`src/design/srs_defines.svh`:
```
// Constants for the system reset sequencer: register map, field positions, timing.
// Assumes inclusion by bare name from the package and the top module.
`ifndef SRS_DEFINES_SVH
`define SRS_DEFINES_SVH

// APB byte offsets
`define SRS_OFS_PEND1       12'h000
`define SRS_OFS_PEND2       12'h004
`define SRS_OFS_PEND3       12'h008
`define SRS_OFS_CAUSE       12'h00C
`define SRS_OFS_BRKAUX      12'h010

// Pending flag positions within the three status registers
`define SRS_P1_SRC1_BIT     2
`define SRS_P1_SRC3_BIT     4
`define SRS_P1_SRC4_BIT     5
`define SRS_P1_SRC5_BIT     6
`define SRS_P2_SRC14_BIT    7
`define SRS_P3_SRC15_BIT    0

// Source numbers on the pending input vector
`define SRS_SRC1            1
`define SRS_SRC3            3
`define SRS_SRC4            4
`define SRS_SRC5            5
`define SRS_SRC14           14
`define SRS_SRC15           15

// Break auxiliary register: watchdog disable during break
`define SRS_BRK_WDOG_DIS_BIT 0

// Reset values
`define SRS_CAUSE_RST       5'h10
`define SRS_BRKAUX_RST      1'h0

// Watchdog service address
`define SRS_SERVICE_ADDR    16'hFFFF

// Prescale stages cleared by a service write (stages 12..5 are bits 11..4)
`define SRS_SVC_MSB         11
`define SRS_SVC_LSB         4

// Timing, in fast system clock cycles; clock period in ns
`define SRS_PRESCALE_PERIOD 4080
`define SRS_HOLD_CYCLES     4096
`define SRS_RELEASE_CYCLES  64
`define SRS_STOP_REC_CYCLES 4096
`define SRS_CLK_PERIOD_NS   50

`endif

```
`src/design/srs_pkg.sv`:
```
// Types shared by the system reset sequencer.
// Assumes srs_defines.svh is on the include path.
package srs_pkg;
    `include "srs_defines.svh"

    typedef enum logic [2:0] {
        SRS_ST_HOLD,
        SRS_ST_RELEASE,
        SRS_ST_RUN,
        SRS_ST_STOPPED,
        SRS_ST_WAKE
    } srs_state_t;

    // Reset cause flags, wdog in bit 0
    typedef struct packed {
        logic por;
        logic undervoltage;
        logic bad_address;
        logic bad_opcode;
        logic wdog;
    } srs_cause_t;

    // Status signals from the processor core
    typedef struct packed {
        logic        illegal_op;
        logic        stop_exec;
        logic        opfetch;
        logic        unmapped;
        logic        wr;
        logic [15:0] addr;
    } srs_cpu_t;

    // Break state from the debug logic
    typedef struct packed {
        logic brk_active;
        logic monitor_mode;
    } srs_brk_t;
endpackage

```
`src/design/srs_top.sv`:
```
// System reset sequencer: gathers reset sources, drives the reset pin, records
// the cause, runs the prescale counter and watchdog, shows interrupt pending state.
// Assumes core status is synchronous to clk_i and an APB master on the same clock.
//
// Chosen here: the APB slave port and the register offsets.
`timescale 1ns/100ps
`include "srs_defines.svh"

module srs_top #(
    parameter int WDOG_W          = 8,
    parameter int PRESCALE_PERIOD = `SRS_PRESCALE_PERIOD,
    parameter int HOLD_CYCLES     = `SRS_HOLD_CYCLES,
    parameter int RELEASE_CYCLES  = `SRS_RELEASE_CYCLES,
    parameter int STOP_REC_CYCLES = `SRS_STOP_REC_CYCLES
) (
    input  wire logic             clk_i,
    input  wire logic             srst_i,
    input  wire srs_pkg::srs_cpu_t cpu_i,
    input  wire srs_pkg::srs_brk_t brk_i,
    input  wire logic             stop_permit_i,
    input  wire logic             stop_wake_i,
    input  wire logic             undervoltage_i,
    input  wire logic [15:0]      pending_i,
    input  wire logic             psel_i,
    input  wire logic             penable_i,
    input  wire logic             pwrite_i,
    input  wire logic [11:0]      paddr_i,
    input  wire logic [31:0]      pwdata_i,
    output logic                  pready_o,
    output logic [31:0]           prdata_o,
    output logic                  pslverr_o,
    output logic                  rst_pin_o,
    output logic                  rst_pin_oe_o,
    output logic                  core_rst_o,
    output logic                  bus_clk_en_o
);
    import srs_pkg::*;

    localparam int SEQ_W = 13;

    generate
        if (PRESCALE_PERIOD < 2 || PRESCALE_PERIOD > 4096) begin : g_bad_pre
            $error("PRESCALE_PERIOD must fit the twelve counting stages");
        end
        if (HOLD_CYCLES < 1 || HOLD_CYCLES > 8191 || STOP_REC_CYCLES < 1
            || STOP_REC_CYCLES > 8191 || RELEASE_CYCLES < 1 || RELEASE_CYCLES > 8191)
        begin : g_bad_seq
            $error("Sequence counts must lie in 1..8191");
        end
        if (WDOG_W < 2 || WDOG_W > 31) begin : g_bad_wd
            $error("WDOG_W must lie in 2..31");
        end
    endgenerate

    localparam logic [11:0]      PRE_LAST  = 12'(PRESCALE_PERIOD - 1);
    localparam logic [SEQ_W-1:0] HOLD_LAST = SEQ_W'(HOLD_CYCLES - 1);
    localparam logic [SEQ_W-1:0] REL_LAST  = SEQ_W'(RELEASE_CYCLES - 1);
    localparam logic [SEQ_W-1:0] STOP_LAST = SEQ_W'(STOP_REC_CYCLES - 1);

    srs_state_t         state;
    srs_state_t         next_state;
    logic [SEQ_W-1:0]   seq_cnt;
    logic [SEQ_W-1:0]   next_seq_cnt;
    logic [11:0]        pre_cnt;
    logic               pre_tick;
    logic               svc_write;
    logic [WDOG_W-1:0]  wdog_cnt;
    logic               wdog_ovf;
    logic               brk_wdog_dis;
    srs_cause_t         cause;
    srs_cause_t         events;
    logic               any_event;
    logic               apb_access;
    logic               apb_wr;
    logic               apb_rd;
    logic [7:0]         pend1;
    logic [7:0]         pend2;
    logic [7:0]         pend3;

    // Service write to the top address, registered for the prescale domain
    always_ff @(posedge clk_i) begin
        if (srst_i) begin
            svc_write <= 1'b0;
        end else begin
            svc_write <= cpu_i.wr && (cpu_i.addr == `SRS_SERVICE_ADDR);
        end
    end

    // Prescale counter on the falling edge, 13th stage as one-cycle tick
    always_ff @(negedge clk_i) begin
        if (srst_i) begin
            pre_cnt  <= 12'h000;
            pre_tick <= 1'b0;
        end else if (svc_write) begin
            pre_cnt[`SRS_SVC_MSB:`SRS_SVC_LSB] <= '0;
            pre_tick <= 1'b0;
        end else if (pre_cnt == PRE_LAST) begin
            pre_cnt  <= 12'h000;
            pre_tick <= 1'b1;
        end else begin
            pre_cnt  <= pre_cnt + 12'h001;
            pre_tick <= 1'b0;
        end
    end

    // Watchdog counter, clocked by clk_i and stepped by the prescale tick
    assign wdog_ovf = (state == SRS_ST_RUN) && pre_tick && (&wdog_cnt)
                      && !(brk_i.brk_active && brk_i.monitor_mode && brk_wdog_dis);

    always_ff @(posedge clk_i) begin
        if (srst_i || state != SRS_ST_RUN || svc_write) begin
            wdog_cnt <= '0;
        end else if (pre_tick
                     && !(brk_i.brk_active && brk_i.monitor_mode && brk_wdog_dis)) begin
            wdog_cnt <= wdog_cnt + WDOG_W'(1);
        end
    end

    // Reset sources
    always_comb begin
        events              = '0;
        events.wdog         = wdog_ovf;
        events.bad_opcode   = (state == SRS_ST_RUN)
                              && (cpu_i.illegal_op
                                  || (cpu_i.stop_exec && !stop_permit_i));
        // Only opcode fetches count; data reads of unmapped space are ignored
        events.bad_address  = (state == SRS_ST_RUN)
                              && cpu_i.opfetch && cpu_i.unmapped;
        events.undervoltage = undervoltage_i;
    end

    assign any_event = |events;

    // Sequencer
    always_comb begin
        next_state   = state;
        next_seq_cnt = seq_cnt + SEQ_W'(1);
        case (state)
            SRS_ST_HOLD: begin
                if (undervoltage_i) begin
                    next_seq_cnt = '0;
                end else if (seq_cnt == HOLD_LAST) begin
                    next_state   = SRS_ST_RELEASE;
                    next_seq_cnt = '0;
                end
            end
            SRS_ST_RELEASE: begin
                if (undervoltage_i) begin
                    next_state   = SRS_ST_HOLD;
                    next_seq_cnt = '0;
                end else if (seq_cnt == REL_LAST) begin
                    next_state   = SRS_ST_RUN;
                    next_seq_cnt = '0;
                end
            end
            SRS_ST_RUN: begin
                next_seq_cnt = '0;
                if (any_event) begin
                    next_state = SRS_ST_HOLD;
                end else if (cpu_i.stop_exec && stop_permit_i) begin
                    next_state = SRS_ST_STOPPED;
                end
            end
            SRS_ST_STOPPED: begin
                next_seq_cnt = '0;
                if (undervoltage_i) begin
                    next_state = SRS_ST_HOLD;
                end else if (stop_wake_i) begin
                    next_state = SRS_ST_WAKE;
                end
            end
            SRS_ST_WAKE: begin
                if (undervoltage_i) begin
                    next_state   = SRS_ST_HOLD;
                    next_seq_cnt = '0;
                end else if (seq_cnt == STOP_LAST) begin
                    next_state   = SRS_ST_RUN;
                    next_seq_cnt = '0;
                end
            end
            default: begin
                next_state   = SRS_ST_HOLD;
                next_seq_cnt = '0;
            end
        endcase
    end

    always_ff @(posedge clk_i) begin
        if (srst_i) begin
            state   <= SRS_ST_HOLD;
            seq_cnt <= '0;
        end else begin
            state   <= next_state;
            seq_cnt <= next_seq_cnt;
        end
    end

    // Pin, core reset and bus clock enable, all registered
    always_ff @(posedge clk_i) begin
        if (srst_i) begin
            rst_pin_o    <= 1'b0;
            rst_pin_oe_o <= 1'b1;
            core_rst_o   <= 1'b1;
            bus_clk_en_o <= 1'b0;
        end else begin
            rst_pin_o    <= 1'b0;
            rst_pin_oe_o <= (next_state == SRS_ST_HOLD);
            core_rst_o   <= (next_state == SRS_ST_HOLD)
                            || (next_state == SRS_ST_RELEASE);
            bus_clk_en_o <= (next_state == SRS_ST_RELEASE)
                            || (next_state == SRS_ST_RUN);
        end
    end

    // APB slave: one wait state, answer registered
    assign apb_access = psel_i && penable_i && pready_o;
    assign apb_wr     = apb_access && pwrite_i;
    assign apb_rd     = psel_i && penable_i && !pready_o && !pwrite_i;

    // Cause register: write one to clear, new events win over the clear
    always_ff @(posedge clk_i) begin
        if (srst_i) begin
            cause <= srs_cause_t'(`SRS_CAUSE_RST);
        end else if (apb_wr && paddr_i == `SRS_OFS_CAUSE) begin
            cause <= (cause & ~srs_cause_t'(pwdata_i[4:0])) | events;
        end else begin
            cause <= cause | events;
        end
    end

    always_ff @(posedge clk_i) begin
        if (srst_i) begin
            brk_wdog_dis <= `SRS_BRKAUX_RST;
        end else if (apb_wr && paddr_i == `SRS_OFS_BRKAUX) begin
            brk_wdog_dis <= pwdata_i[`SRS_BRK_WDOG_DIS_BIT];
        end
    end

    // Live pending views; writes to these offsets are ignored
    always_comb begin
        pend1                    = 8'h00;
        pend1[`SRS_P1_SRC1_BIT]  = pending_i[`SRS_SRC1];
        pend1[`SRS_P1_SRC3_BIT]  = pending_i[`SRS_SRC3];
        pend1[`SRS_P1_SRC4_BIT]  = pending_i[`SRS_SRC4];
        pend1[`SRS_P1_SRC5_BIT]  = pending_i[`SRS_SRC5];
        pend2                    = 8'h00;
        pend2[`SRS_P2_SRC14_BIT] = pending_i[`SRS_SRC14];
        pend3                    = 8'h00;
        pend3[`SRS_P3_SRC15_BIT] = pending_i[`SRS_SRC15];
    end

    always_ff @(posedge clk_i) begin
        if (srst_i) begin
            pready_o  <= 1'b0;
            prdata_o  <= 32'h0000_0000;
            pslverr_o <= 1'b0;
        end else begin
            pready_o  <= psel_i && penable_i && !pready_o;
            pslverr_o <= 1'b0;
            prdata_o  <= 32'h0000_0000;
            if (psel_i && penable_i && !pready_o) begin
                case (paddr_i)
                    `SRS_OFS_PEND1:  prdata_o[7:0] <= apb_rd ? pend1 : 8'h00;
                    `SRS_OFS_PEND2:  prdata_o[7:0] <= apb_rd ? pend2 : 8'h00;
                    `SRS_OFS_PEND3:  prdata_o[7:0] <= apb_rd ? pend3 : 8'h00;
                    `SRS_OFS_CAUSE:  prdata_o[4:0] <= apb_rd ? cause : 5'h00;
                    `SRS_OFS_BRKAUX: prdata_o[0]   <= apb_rd ? brk_wdog_dis : 1'b0;
                    default:         pslverr_o     <= 1'b1;
                endcase
            end
        end
    end
endmodule

```
`config.mk`:
```
export PLATFORM = sky130hd
export DESIGN_NAME = srs_top
export DESIGN_NICKNAME = d
export VERILOG_FILES = /design/src/design/srs_pkg.sv /design/src/design/srs_top.sv
export VERILOG_INCLUDE_DIRS = /design/src /design/src/design
export SDC_FILE = /design/constraint.sdc
export NUM_CORES = 1
export LEC_CHECK = 0
export BUFFER_PORTS_ARGS = -buffer_cell sky130_fd_sc_hd__buf_2
export CAP_MARGIN = 20
export CORE_MARGIN = 2
export CORE_UTILIZATION = 45
export DETAILED_ROUTE_END_ITERATION = 6
export PLACE_DENSITY = 0.78
export SKIP_LAST_GASP = 1
export SLEW_MARGIN = 10
export SYNTH_ARGS = -nofsm -noshare
export SYNTH_HDL_FRONTEND = slang
export SYNTH_SLANG_ARGS = --single-unit
```
`constraint.sdc`:
```
create_clock -name clk_i -period 2 [get_ports clk_i]
set_input_delay 0.1 -clock clk_i [delete_from_list [all_inputs] [get_ports clk_i]]
set_output_delay 0.1 -clock clk_i [all_outputs]
set_load 0.01 [all_outputs]
```
==> results of run 1 <==
[worst min path at each step]
stage,to,slack (ns),cells after the start
finish,prdata_o[2],0.02,3
global route,prdata_o[2],0.007,3
CTS,prdata_o[2],0.01,3
detailed placement,prdata_o[7],0.31,2
global placement,prdata_o[7],0.31,2
floorplan,prdata_o[7],0.17,1
[cell families after synthesis]
| group | Yosys count | synth area share, % |
|---|---|---|
| and+or+nand+nor | 155 | 31.2 |
| DFF | 57 | 41.9 |
| buffers and inverters | 36 | 8.45 |
| xor gates and xnor gates | 28 | 9.00 |
| AOI/OAI and AO/OA | 24 | 6.48 |
| muxes | 4 | 1.47 |
| adders and majority gates | 3 | 1.38 |
| other | 1 | 0.138 |
[flip-flops by register name, indices dropped and copies added (netlist names)]
signal	flops
cause	5
pre_cnt	12
rst_pin_oe_o	1
core_rst_o	1
svc_write	1
bus_clk_en_o	1
prdata_o	8
brk_wdog_dis	1
pready_o	1
pre_tick	1
pslverr_o	1
seq_cnt	13
wdog_cnt	8
state	3
[metal layers]
layer	global-route usage, %	part of all wire (%)
met5	0	0
met4	6.17	1.3
met3	7.47	4.7
met2	28.3	51
met1	19.4	43
[repair_timing]
action | 4_1_cts | 5_1_grt
pin swaps | 4 | 3
setup buffers | 1 | 1
endpoints found under the hold margin | 6 | 0
gates resized for setup | 2 | 6
hold buffers | 9 | 0
setup endpoints to repair | 10 | 31
[worst register-to-register path, delay by kind of cell, from the launching register on]
kind,cells,cell delay (ns)
simple gates,4,0.73
compound gates,2,0.23
flops,1,0.31
[cells in the mapped netlist, drive strengths merged, types with 4 or more instances]
master   n  area share (%)
a21o     4             1.1
a21oi    6             1.4
and2     5             1.1
and3    10             2.3
buf     26             7.1
dfxtp   57              42
inv      7            0.96
mux2i    4             1.5
nand2   25             3.4
nand3   15             3.3
nand4   11             2.8
nor2    56             7.7
nor3     9             1.8
nor4     7             2.6
xnor2   11             3.5
xor2    17             5.5
[report_power, final]
group,switching (uW),internal [uW]
sequential,7.36,1150
clock,563,614
combinational,81.9,69.3
[per-stage QoR]
step	setup TNS, ns	worst slack [ns]	total power (uW)
floorplan	-1.03	-0.262	1320
global placement	-1.48	-0.287	1350
CTS	-2.17	-0.353	2500
finish	-2.35	-0.375	2480
global route	-2.97	-0.451	2590
detailed placement	-1.91	-0.327	1360
[final cells by class]
cell class	instances	share of cell area [%]
Inverter	6	0.654
Clock buffer	9	3.60
Tap cell	75	2.72
Clock inverter	20	3.52
Multi-Input combinational cell	239	42.6
Sequential cell	57	33.2
Timing Repair Buffer	82	13.7
==> flow_metrics.py, run 1 <==
metrics = {
    "clock_tree": {
        "cts.sink_count": 57,
        "cts_buffers": 9,
        "cts_buffer_depth": 2,
        "cts_tree": "built",
        "ctsRootBufferMaster": "clkbuf_8",
        "htreeDepth": 3,
        "clkTransAtPathRegs_ns": 0.07,
        "clkLatencyLatePin_ns": 0.39,
    },
    "synthesis": {
        "synth-seq-area-share_pct": 41.9,
        "synth_edf_count": 0,
        "yosys_warnings": 0,
        "synthFlopType": "dfxtp_1",
        "syn_area_per_cell_sq_um": 8.84,
        "ys_types": 50,
        "ys_seq_elements": 57,
        "syn-cell-area_sq_mm": 0.00272,
        "synth-async-reset-ratio_pct": 0,
        "synthCells": 308,
    },
    "setup_path": {
        "path_cells": "and4_4 > and3_4 > a211o_1 > nand3_2 > or2_1 > a21oi_2",
        "worstPathMaxFanout": 5,
        "cp-endpoint": "bus_clk_en_o",
        "end_kind": "flop",
        "reg2reg_slack_ns": -0.37,
        "ff2ff_path_depth": 6,
        "crit_cells": 6,
        "crit_arrival_ns": 2.65,
        "crit_family": "simple AND/OR/NAND/NOR gates",
        "rr_endpoint": "bus_clk_en_o",
        "critPathLaunchType": "flop",
        "path_class": "reg2reg",
        "cp_slowest_stage_delay_ns": 0.31,
        "worst-path-buf-inv": 0,
        "crit_start": "pre_tick",
        "cp.required_ns": 2.28,
        "cpMaxStageDelayCell": "dfxtp_2",
        "r2r_start": "pre_tick",
    },
    "placed_design": {
        "gp_congestion": 0.793,
        "dp_hpwl_mm": 4.15,
        "placedCellCount": 449,
        "numPortBuffers": 66,
        "placed_area_sq_mm": 0.00308,
    },
    "hold_path": {
        "holdCritStartpoint": "pending_i[1]",
        "hold_path_class": "in2reg",
    },
    "cells_and_area": {
        "fin_nets": 502,
        "fillers": 503,
        "drive_gt1_share_pct": 28.1,
        "fin_util_pct": 58.5,
        "n_antenna_cell": 0,
        "fin_cells": 488,
        "layout_common_cells": "66 x buf_2, 56 x dfxtp_1, 55 x nor2_1, 25 x conb_1, 22 x nand2_1",
        "final_area_sq_mm": 0.00344,
        "layout_commonest_cell": "buf_2",
        "regArea_sq_mm": 0.00114,
        "area_delta_synth_final_pct": 26.5,
        "multi_input_area_sq_mm": 0.00147,
    },
    "detailed_routing": {
        "routed_wl_mm": 5.60,
        "drt.antenna.violating_nets": 0,
        "drc": 0,
        "vias_per_cell": 4.81,
        "first_pass_iters": 4,
        "drtIter0Drc": 76,
        "vias": 2347,
        "wl_per_cell_microns": 11.5,
    },
    "status": {
        "violations": "setup timing",
        "status": "finished with violations",
    },
    "timing": {
        "fin_ws_ns": -0.375,
        "fin_skew_ns": 0.0484,
        "rsz0062_at_grt": "true",
        "holdWs_ns": 0.0173,
        "hold_viol": 0,
        "setup_viol": 10,
        "slew_violations": 0,
    },
    "global_routing": {
        "grt_max_degree": 12,
        "antenna_found_initial": 0,
        "track_usage_pct": 17.0,
        "grt_pass1_vias": 2133,
        "overflow": 0,
        "grt_pass1_wl_mm": 8.74,
    },
    "power_and_ir_drop": {
        "vdd_ir_drop_max_mv": 0.507,
        "leakage_uw": 0.00150,
        "p_per_area_mw_per_mm2": 721,
    },
    "floorplanning": {
        "die_y_microns": 81.8,
        "dieArea_sq_mm": 0.00669,
        "core_sq_mm": 0.00589,
        "std_cell_rows": 28,
        "initial_core_util_pct": 46.3,
        "io_pins": 129,
        "fp.dieW_microns": 81.8,
    },
    "run": {
        "cap_viol_max_count": 0,
    },
}
Note: power is estimated with default switching activity, not from simulation.
==> run 2, diff against run 1 <==
Settings changed: SETUP_SLACK_MARGIN set to 0.4.
==> run 2 against run 1 <==
Compared with the run above: the run still ends with setup timing left; die area did not move; setup slack gained 0.017 ns; global-route usage increased by 2.4 points; sequential power barely moved; via count is 4.8% higher; critical path depth did not move; first-iteration DRC count rose by 43%; sequential cell count unchanged; sequential share of layout area fell by 0.88 points; register-to-register slack better by 0.02 ns.
==> flow_metrics.py, run 2 (synthesis results as in run 1) <==
metrics = {
    "status": {
        "status": "finished with violations",
        "violations": "setup timing",
    },
    "cells_and_area": {
        "layout_commonest_cell": "buf_2",
        "top_register": "seq_cnt",
        "largest_reg_flops": 13,
        "drive_gt1_share_pct": 34.0,
        "layout_common_cells": "66 x buf_2, 48 x dfxtp_1, 47 x nor2_1, 25 x conb_1, 23 x nand2_1",
        "n_antenna_cell": 0,
        "area_delta_synth_final_pct": 31.6,
        "reg_top3": "seq_cnt x13, pre_cnt x12",
        "fin_cells": 495,
        "fin_nets": 509,
    },
    "detailed_routing": {
        "vias": 2460,
        "vias_per_cell": 4.97,
        "wl_per_cell_microns": 12.8,
        "drt.antenna.violating_nets": 0,
        "first_pass_iters": 4,
        "drtIter0Drc": 109,
        "routed_wl_mm": 6.32,
        "drc": 0,
    },
    "global_routing": {
        "antenna_found_initial": 0,
        "grt_util_met3_pct": 7.91,
        "grt_max_degree": 10,
        "track_usage_pct": 19.4,
        "grt_pass1_vias": 2307,
        "met1_usage_pct": 20.4,
        "grt_pass1_wl_mm": 9.72,
        "grt-busiest-layer": "met2",
        "met2_usage_pct": 34.9,
        "overflow": 0,
    },
    "timing": {
        "slew_violations": 0,
        "worst_pin_slew_ns": 0.577,
        "rsz0062_at_grt": "true",
        "fin_skew_ns": 0.0535,
        "slew_headroom_pct": 61.2,
        "hold_viol": 0,
        "setup_viol": 9,
        "holdWs_ns": 0.0181,
        "fin_ws_ns": -0.358,
    },
    "setup_path": {
        "worst-path-buf-inv": 0,
        "worstPathMaxFanout": 5,
        "cp.required_ns": 2.27,
        "r2r_start": "pre_tick",
        "reg2reg_slack_ns": -0.36,
        "critPathLaunchType": "flop",
        "end_kind": "flop",
        "cp_slowest_stage_delay_ns": 0.31,
        "crit_family": "simple AND/OR/NAND/NOR gates",
        "cpMaxStageDelayCell": "dfxtp_2",
        "path_cells": "and4_1 > and3_4 > a211o_1 > nand3_2 > or2_1 > a21oi_2",
        "crit_cells": 6,
        "rr_endpoint": "bus_clk_en_o",
        "crit_arrival_ns": 2.63,
        "ff2ff_path_depth": 6,
        "path_class": "reg2reg",
    },
    "hold_path": {
        "holdCritStartpoint": "pending_i[4]",
        "hold_path_class": "in2reg",
        "whs_path_depth": 2,
        "hold_path_end": "prdata_o[5]",
    },
    "floorplanning": {
        "std_cell_rows": 28,
        "core_sq_mm": 0.00589,
        "io_pins": 129,
        "dieArea_sq_mm": 0.00669,
        "initial_core_util_pct": 46.3,
        "die_y_microns": 81.8,
        "fp.dieW_microns": 81.8,
    },
    "clock_tree": {
        "cts_buffers": 9,
        "cts_buffer_depth": 2,
        "cts.sink_count": 57,
        "htreeDepth": 3,
        "clkTransAtPathRegs_ns": 0.06,
        "clkLatencyLatePin_ns": 0.38,
        "ctsRootBufferMaster": "clkbuf_8",
        "cts_tree": "built",
    },
    "power_and_ir_drop": {
        "p_per_area_mw_per_mm2": 651,
        "leakage_uw": 0.00153,
        "vdd_ir_drop_max_mv": 0.567,
    },
    "placed_design": {
        "placedCellCount": 450,
        "gp_congestion": 0.868,
        "numPortBuffers": 66,
        "dp_hpwl_mm": 4.48,
    },
    "run": {
        "cap_viol_max_count": 0,
    },
}
[run 2: cell types whose count changed in the layout (fill, tap and decap cells not counted), moves of 3 or more]
| cell | change |
|---|---|
| dfxtp_1 | -8 |
| nor2_1 | -8 |
| buf_4 | +6 |
| dfxtp_2 | +6 |
| nor2_2 | +5 |
| buf_6 | +3 |
| clkbuf_1 | +3 |
| dlygate4sd3_1 | -3 |
| nor2_4 | +3 |
[run 2: worst max-delay path by stage]
stage / slack [ns] / endpoint / from
floorplan: -0.26 / core_rst_o / pre_tick
global placement: -0.28 / core_rst_o / pre_tick
detailed placement: -0.31 / core_rst_o / pre_tick
CTS: -0.33 / bus_clk_en_o / pre_tick
global route: -0.47 / bus_clk_en_o / pre_tick
finish: -0.36 / bus_clk_en_o / pre_tick
[run 2: cell type report]
class	count	area, sq um
fillers	508	2300
clock inverters	17	78.8
inverters	6	22.5
repair buffers	88	522
multi-input cells	240	1580
clock buffers	12	135
well taps	75	93.8
flip-flops and latches	57	1160
[run 2: repair_timing]
action,CTS,global route
pin swaps,12,11
resized for setup,14,22
endpoints found under the setup margin,41,41
setup buffers,4,6
cloned,1,0
endpoints found under the hold margin,4,0
hold buffers,6,0
[run 2: worst reg2reg max path: stages, from the launching register on]
cell and delay [ns]:
dfxtp_2 0.31, and4_1 0.19, and3_4 0.19, a211o_1 0.13, nand3_2 0.10, or2_1 0.24
a21oi_2 0.11
[run 2: layer usage]
metal | part of all wire [%] | vias to the layer above
li1 | - | 1225
met1 | 39 | 1144
met2 | 53 | 83
met3 | 6.8 | 8
met4 | 1.3 | 0
met5 | 0 | -
[run 2: stage by stage]
step | worst slack, ns | TNS, ns | total power [uW] | cell area (sq um) | utilization (%)
after detailed placement | -0.315 | -1.71 | 1360 | 3120 | 53.0
after global placement | -0.284 | -1.44 | 1360 | 3120 | 53.0
after CTS | -0.332 | -1.83 | 2350 | 3460 | 58.8
after floorplan | -0.261 | -1.03 | 1320 | 2870 | -
after global routing | -0.468 | -2.95 | 2450 | 3580 | 60.9
final | -0.358 | -2.16 | 2330 | 3580 | 60.9
[run 2: power breakdown]
| part | total [uW] | switching [uW] | leakage (uW) | internal (uW) |
|---|---|---|---|---|
| sequential | 1160 | 9.08 | 0.000466 | 1150 |
| clock | 1010 | 481 | 0.000153 | 534 |
| combinational | 162 | 88.4 | 0.000914 | 73.8 |
| total | 2330 | 579 | 0.00153 | 1750 |
